**config.mk**
```make
export PLATFORM = sky130hd
export DESIGN_NAME = per_phase_readback
export DESIGN_NICKNAME = d
export VERILOG_FILES = /design/src/per_phase_readback.v /design/src/per_avg_filter.v
export VERILOG_INCLUDE_DIRS = /design/src /design/src/src
export SDC_FILE = /design/constraint.sdc
export NUM_CORES = 1
export LEC_CHECK = 0
export ABC_CLOCK_PERIOD_IN_PS = 3830
export BUFFER_PORTS_ARGS = -buffer_cell sky130_fd_sc_hd__buf_2
export CAP_MARGIN = 25
export CORE_MARGIN = 2
export CORE_UTILIZATION = 49
export DETAILED_ROUTE_END_ITERATION = 6
export PLACE_DENSITY_LB_ADDON = 0.12
export SYNTH_ARGS = -nofsm -noshare
export SYNTH_HDL_FRONTEND = slang
export SYNTH_SLANG_ARGS = --single-unit
```
**constraint.sdc**
```tcl
create_clock -name clk_in -period 3.83 [get_ports clk_in]
set_clock_uncertainty 0.1 [all_clocks]
set_input_delay 0.383 -clock clk_in [delete_from_list [all_inputs] [get_ports clk_in]]
set_output_delay 0.383 -clock clk_in [all_outputs]
set_load 0.02 [all_outputs]
```
**src/per_consts.vh**
```
`ifndef PER_CONSTS_VH
`define PER_CONSTS_VH
// register indices as printed; byte address is four times the index
`define PER_IDX_PHASE_LO     8'h77
`define PER_IDX_PHASE_HI     8'h78
`define PER_IDX_LOOP_CTRL    8'h4B
`define PER_IDX_ALARM_DELAY  8'h79
`define PER_ADDR_PHASE_LO    12'h1DC
`define PER_ADDR_PHASE_HI    12'h1E0
`define PER_ADDR_LOOP_CTRL   12'h12C
`define PER_ADDR_ALARM_DELAY 12'h1E4
`define PER_LOOP_SEL_BIT     4
`define PER_LOOP_CTRL_RESET  8'h00
`define PER_ALARM_RESET      8'h00
`define PER_CLK_HZ           125000000
`define PER_FILTER_BW_HZ     100
// smoothing update rate: about 2*pi*bw times 2^shift per second
`define PER_FILTER_SHIFT     4
`define PER_TICK_CYCLES      ((`PER_CLK_HZ) / (628 * (`PER_FILTER_BW_HZ) * 16 / 100))
`endif

```
**src/per_phase_readback.v**
```verilog
// Chosen here: the APB register port.
`timescale 1ns/1ps
`include "per_consts.vh"
module per_phase_readback #(
   parameter TICK_CYCLES = `PER_TICK_CYCLES
) (
   input  wire        clk_in,           // system clock, 125 MHz
   input  wire        rst_in,           // sync reset, active high
   input  wire        psel_in,          // apb select
   input  wire        penable_in,       // apb enable
   input  wire        pwrite_in,        // apb direction
   input  wire [11:0] paddr_in,         // apb byte address
   input  wire [31:0] pwdata_in,        // apb write data
   output wire        pready_out,       // apb ready
   output reg  [31:0] prdata_out,       // apb read data
   output wire        pslverr_out,      // apb error
   input  wire [15:0] main_phase_in,    // main loop detector, signed
   input  wire [15:0] aux_phase_in,     // aux loop detector, signed
   output wire        loop_source_select_out, // 1 = aux loop
   output wire [7:0]  alarm_delay_out   // phase alarm delay setting
);
   // one-hot register selects
   localparam SEL_NONE  = 4'b0000;
   localparam SEL_LO    = 4'b0001;
   localparam SEL_HI    = 4'b0010;
   localparam SEL_CTRL  = 4'b0100;
   localparam SEL_ALARM = 4'b1000;

   // registers and their next values
   reg  [7:0]  loop_ctrl_reg;
   reg  [7:0]  loop_ctrl_next;
   reg  [7:0]  alarm_delay_reg;
   reg  [7:0]  alarm_delay_next;
   reg  [15:0] sample_reg;
   reg  [15:0] sample_next;
   reg  [15:0] snap_reg;
   reg  [15:0] snap_next;
   reg  [31:0] tick_cnt_reg;
   reg  [31:0] tick_cnt_next;
   reg         tick_reg;
   reg         tick_next;
   reg  [31:0] rdata_next;
   wire [15:0] avg;
   wire [3:0]  addr_sel;
   wire        setup_ph;
   wire        access_ph;
   wire        wr_en;
   wire        rd_setup;
   wire        mapped;
   wire        tick_wrap;

   // address decode shared by read, write, snapshot and error paths
   function [3:0] decode_addr;
      input [11:0] addr;
      begin
         if (addr == `PER_ADDR_PHASE_LO)
            decode_addr = SEL_LO;
         else if (addr == `PER_ADDR_PHASE_HI)
            decode_addr = SEL_HI;
         else if (addr == `PER_ADDR_LOOP_CTRL)
            decode_addr = SEL_CTRL;
         else if (addr == `PER_ADDR_ALARM_DELAY)
            decode_addr = SEL_ALARM;
         else
            decode_addr = SEL_NONE;
      end
   endfunction

   // bus phases
   assign setup_ph    = psel_in & ~penable_in;
   assign access_ph   = psel_in & penable_in;
   assign wr_en       = access_ph & pwrite_in;
   assign rd_setup    = setup_ph & ~pwrite_in;
   assign addr_sel    = decode_addr(paddr_in);
   assign mapped      = |addr_sel;

   // zero wait states; unmapped accesses flag an error
   assign pready_out  = 1'b1;
   assign pslverr_out = access_ph & ~mapped;

   assign loop_source_select_out = loop_ctrl_reg[`PER_LOOP_SEL_BIT];
   assign alarm_delay_out        = alarm_delay_reg;

   // filter update rate divider
   assign tick_wrap = (tick_cnt_reg >= TICK_CYCLES - 1);

   always @*
   begin
      if (tick_wrap)
      begin
         tick_cnt_next = 32'h00000000;
         tick_next     = 1'b1;
      end
      else
      begin
         tick_cnt_next = tick_cnt_reg + 32'h00000001;
         tick_next     = 1'b0;
      end
   end

   always @(posedge clk_in)
   begin
      if (rst_in)
      begin
         tick_cnt_reg <= 32'h00000000;
         tick_reg     <= 1'b0;
      end
      else
      begin
         tick_cnt_reg <= tick_cnt_next;
         tick_reg     <= tick_next;
      end
   end

   // detector source selection, registered once before the filter
   always @*
   begin
      if (loop_ctrl_reg[`PER_LOOP_SEL_BIT])
         sample_next = aux_phase_in;
      else
         sample_next = main_phase_in;
   end

   always @(posedge clk_in)
   begin
      if (rst_in)
         sample_reg <= 16'h0000;
      else
         sample_reg <= sample_next;
   end

   // smoothing filter, signed in and out
   per_avg_filter #(
      .WIDTH (16),
      .SHIFT (`PER_FILTER_SHIFT)
   ) u_filter (
      .clk_in    (clk_in),
      .rst_in    (rst_in),
      .tick_in   (tick_reg),
      .sample_in (sample_reg),
      .avg_out   (avg)
   );

   // low-byte read freezes the whole word so the high byte matches
   always @*
   begin
      snap_next = snap_reg;
      if (rd_setup && addr_sel == SEL_LO)
         snap_next = avg;
   end

   always @(posedge clk_in)
   begin
      if (rst_in)
         snap_reg <= 16'h0000;
      else
         snap_reg <= snap_next;
   end

   // control register: all eight bits stored, bit 4 picks the source
   always @*
   begin
      loop_ctrl_next = loop_ctrl_reg;
      if (wr_en && addr_sel == SEL_CTRL)
         loop_ctrl_next = pwdata_in[7:0];
   end

   always @(posedge clk_in)
   begin
      if (rst_in)
         loop_ctrl_reg <= `PER_LOOP_CTRL_RESET;
      else
         loop_ctrl_reg <= loop_ctrl_next;
   end

   // alarm delay keeps six bits; top two read as zero
   always @*
   begin
      alarm_delay_next = alarm_delay_reg;
      if (wr_en && addr_sel == SEL_ALARM)
         alarm_delay_next = {2'b00, pwdata_in[5:0]};
   end

   always @(posedge clk_in)
   begin
      if (rst_in)
         alarm_delay_reg <= `PER_ALARM_RESET;
      else
         alarm_delay_reg <= alarm_delay_next;
   end

   // read data select; unused bits read zero
   always @*
   begin
      rdata_next = 32'h00000000;
      if (addr_sel == SEL_LO)
         rdata_next = {24'h000000, avg[7:0]};
      else if (addr_sel == SEL_HI)
         rdata_next = {24'h000000, snap_reg[15:8]};
      else if (addr_sel == SEL_CTRL)
         rdata_next = {24'h000000, loop_ctrl_reg};
      else if (addr_sel == SEL_ALARM)
         rdata_next = {24'h000000, alarm_delay_reg};
   end

   // read data launched at setup, stands through the access phase
   always @(posedge clk_in)
   begin
      if (rst_in)
         prdata_out <= 32'h00000000;
      else if (setup_ph)
         prdata_out <= rdata_next;
   end
endmodule // per_phase_readback

```
**src/per_avg_filter.v**
```verilog
`timescale 1ns/1ps
// first-order smoothing of a signed sample, updated once per tick
module per_avg_filter #(
   parameter WIDTH = 16,
   parameter SHIFT = 4
) (
   input  wire             clk_in,     // system clock
   input  wire             rst_in,     // sync reset, active high
   input  wire             tick_in,    // update enable pulse
   input  wire [WIDTH-1:0] sample_in,  // signed detector sample
   output wire [WIDTH-1:0] avg_out     // signed smoothed value
);
   reg  signed [WIDTH+SHIFT-1:0] acc_reg;
   wire signed [WIDTH+SHIFT-1:0] samp_ext;
   wire signed [WIDTH+SHIFT:0]   diff;
   wire signed [WIDTH+SHIFT:0]   step;

   assign samp_ext = {{SHIFT{sample_in[WIDTH-1]}}, sample_in} <<< SHIFT;
   // guard bit so a full-scale swing between sources cannot wrap
   assign diff     = {samp_ext[WIDTH+SHIFT-1], samp_ext} - {acc_reg[WIDTH+SHIFT-1], acc_reg};
   assign step     = diff >>> SHIFT;

   always @(posedge clk_in)
   begin
      if (rst_in)
         acc_reg <= {(WIDTH+SHIFT){1'b0}};
      else if (tick_in)
         acc_reg <= acc_reg + step[WIDTH+SHIFT-1:0];
   end

   assign avg_out = acc_reg[WIDTH+SHIFT-1:SHIFT];
endmodule // per_avg_filter

```
==> flow_summary_export.csv <==
group,metric,value,unit
timing,whs,0.120,ns
power,ir_drop,0.000501,V
timing,setup_ws,0.0838,ns
placed_design,dp_hpwl,11.1,mm
setup_path,cpPeakStageDelay,0.43,ns
placed_design,place.gp.congestion,0.928,
floorplan,core,10900,um^2
yosys,ys_seq_area_share,35.9,%
run_status,outcome,"finished, final reports clean",
power,p_per_area,738,nW/um^2
floorplan,start_util,50.7,%
yosys,synth.area.top_cells,"dfxtp_1 (36%), ha_1 (8.2%), mux2i_1 (6.9%), nor2_1 (6.9%), buf_4 (3.7%)",
timing,fmax,0.267,GHz
yosys,synth_flop_cell,"dfxtp_1",
hold_path,hold_class,"input port to register",
final_layout,largest_reg_flops,32,
setup_path,crit_required,4.02,ns
hold_path,worstHoldPathCells,3,
yosys,ys_types,62,
final_layout,drive_gt1_share,29.3,%
yosys,ys_warn_count,0,
setup_path,r2r_cells,18,
clock_network,holdBufCountCts,0,
final_layout,num-nets-final,916,
yosys,syn_inst,631,
yosys,async_flop_share,0,%
power,leakage,0.00318,uW
setup_path,path_cells,"inv_2, ha_4, a21oi_4, o22ai_4, o211ai_1, o211ai_1, or3_4, a21oi_2, xnor2_1, ha_1, buf_4, nand2_1, o211ai_1, nand4_1, o211ai_1, a21oi_2, mux2i_1, mux2_2",
timing,period_share,97.8,%
routing,wl_per_cell,15.3,um
routing,wl,14.4,mm
floorplan,fp.dieH,110,um
yosys,yosysTopAreaCell,"dfxtp_1",
final_layout,stdcell_count,943,
final_layout,area_growth,27.6,%
yosys,syn_avg_cell_area,8.74,um^2
clock_network,cts_buffers,9,
timing,setup_violations,0,
routing,ant_nets,0,
placed_design,post-place-ws,-0.280,ns
setup_path,cp-start-kind,"register",
yosys,synth_seq_cells,99,
yosys,synth_edf_count,0,
routing,first_pass_iters,4,
flow_run,drv_cap,0,
setup_path,rrSetupSlack,0.08,ns
global_route,grt_use_total,24.1,%
global_route,grt_overflow,0,
clock_network,clk_latency,0.39,ns
clock_network,cts_tree,"done",
timing,finalSetupTns,0,ns
global_route,grt_pass1_wl,22.5,mm
global_route,antenna_found_initial,0,
clock_network,htreeDepth,3,
routing,viasPerCell,5.34,
routing,vias,5039,
yosys,syn_area,5520,um^2
clock_network,clk_pin_slew,0.10,ns
clock_network,max-clock-path-buffers,2,
placed_design,port_buffers,72,
floorplan,die_w,110,um
clock_network,cts-root-buf,"clkbuf_8",
final_layout,final_common_cell,"nor2_1",
timing,rsz0062_at_grt,"yes",
timing,period_needed,3.75,ns
timing,slew_headroom,58.3,%
floorplan,die_area,12100,um^2
global_route,grt_start_max_net_pins,44,
timing,slew_viol_final,0,
global_route,grt_pass1_vias,4741,
yosys,synth_top_area_share,35.9,%
routing,drcViolationCount,0,
setup_path,critical_path.slowest_cell,"or3_4",
floorplan,rows,38,
clock_network,cts_sinks,99,
setup_path,path_max_fanout,4,
final_layout,antenna_cells,0,
timing,hold_viol,0,
timing,worstMarginPinSlew,0.625,ns
setup_path,end_kind,"register",
routing,dr.first_iter.drc_count,282,
final_layout,mostFrequentLayoutCells,"nor2_1 (99), dfxtp_1 (94), buf_4 (89)",
setup_path,critPathKind,"register to register",
placed_design,dp.cells,922,
setup_path,crit_path_frequent_cell,"o211ai_1",
floorplan,ios,124,
setup_path,cp.arrival,3.93,ns
metal layers:
layer  part of all wire (%)  track usage (%)
met5                      0                0
met3                    4.5             5.47
met1                     44             30.3
met2                     50             41.0
met4                    1.8             7.77
cell type report:
cell class	instances	area [um^2]
clock buffers	9	124
repair buffers	161	1030
flip-flops and latches	99	1990
inverters	25	93.8
clock inverters	7	76.3
fillers	982	3850
well taps	140	175
multi-input cells	502	3550
worst paths after layout:
| kind | startpoint | to |
|---|---|---|
| hold reg to reg | tick_cnt_reg[0]$_SDFF_PP0_ | tick_cnt_reg[0]$_SDFF_PP0_ |
| setup / recovery | u_filter.acc_reg[5]$_SDFFE_PP0P_ | u_filter.acc_reg[19]$_SDFFE_PP0P_ |
| hold / removal | main_phase_in[15] | sample_reg[15]$_SDFF_PP0_ |
| setup reg to reg | u_filter.acc_reg[5]$_SDFFE_PP0P_ | u_filter.acc_reg[19]$_SDFFE_PP0P_ |
cell usage after synthesis, types with 2 or more instances:
master / instances
nand2_1: 21
ha_1: 36
o31ai_1: 2
nand4_1: 7
nor4_4: 3
a21oi_1: 35
nand3_1: 25
a21o_1: 14
nor2b_1: 3
nor2_1: 101
a31oi_1: 6
nand3b_1: 2
nor3_1: 7
o21bai_1: 4
dfxtp_1: 99
clkbuf_1: 18
o311ai_0: 3
mux2_2: 2
a22oi_1: 16
nor4_1: 6
o21ai_0: 14
a21boi_0: 2
conb_1: 2
and3_1: 3
a211oi_1: 5
o21a_1: 6
xor2_1: 17
o211ai_1: 7
o22ai_1: 5
buf_2: 2
nand4b_1: 2
inv_1: 25
and2_1: 2
a311oi_1: 3
mux2i_1: 38
buf_4: 27
nand2b_1: 10
or3_1: 3
o21ai_1: 6
xnor2_1: 17
or4_1: 4
worst max-delay path: cells and delay by family, from the launching register on:
| family | cells | cell delay [ns] |
|---|---|---|
| AOI/OAI and AO/OA | 8 | 1.13 |
| muxes | 2 | 0.56 |
| xor gates and xnor gates | 1 | 0.17 |
| and+or+nand+nor | 3 | 0.59 |
| DFF | 1 | 0.34 |
| buffers and inverters | 2 | 0.19 |
| adders and majority gates | 2 | 0.54 |
cells by family after synthesis:
group	Yosys count	synth area share, %
other	2	0.136
AO/OA/AOI/OAI	136	16.2
multiplexers	40	7.30
flip-flops	99	35.9
XOR/XNOR	34	5.40
adder cells (fa/ha/maj)	37	8.53
AND/OR/NAND/NOR	210	19.6
buffers and inverters	73	6.85
report_power, final:
part	internal (uW)	total [uW]	switching [uW]
combinational	1630	3300	1670
clock	309	696	388
sequential	1130	1190	60.8
total	3070	5190	2120
repair_timing:
| item | in CTS | in global routing |
|---|---|---|
| endpoints found under the setup margin | 8 | 11 |
| pin swaps | 2 | 22 |
| setup buffers | 0 | 5 |
| cloned | 0 | 0 |
| hold endpoints to repair | 0 | 0 |
| resized for setup | 9 | 49 |
stage by stage:
step / utilization [%] / instance area, um^2 / power [uW]
floorplan: - / 5680 / 2940
global placement: 60.2 / 6560 / 4010
detailed placement: 60.2 / 6560 / 4090
CTS: 62.4 / 6790 / 4850
global route: 64.6 / 7040 / 5570
finish: 64.6 / 7040 / 5190
(Power assumes the default switching activity.)
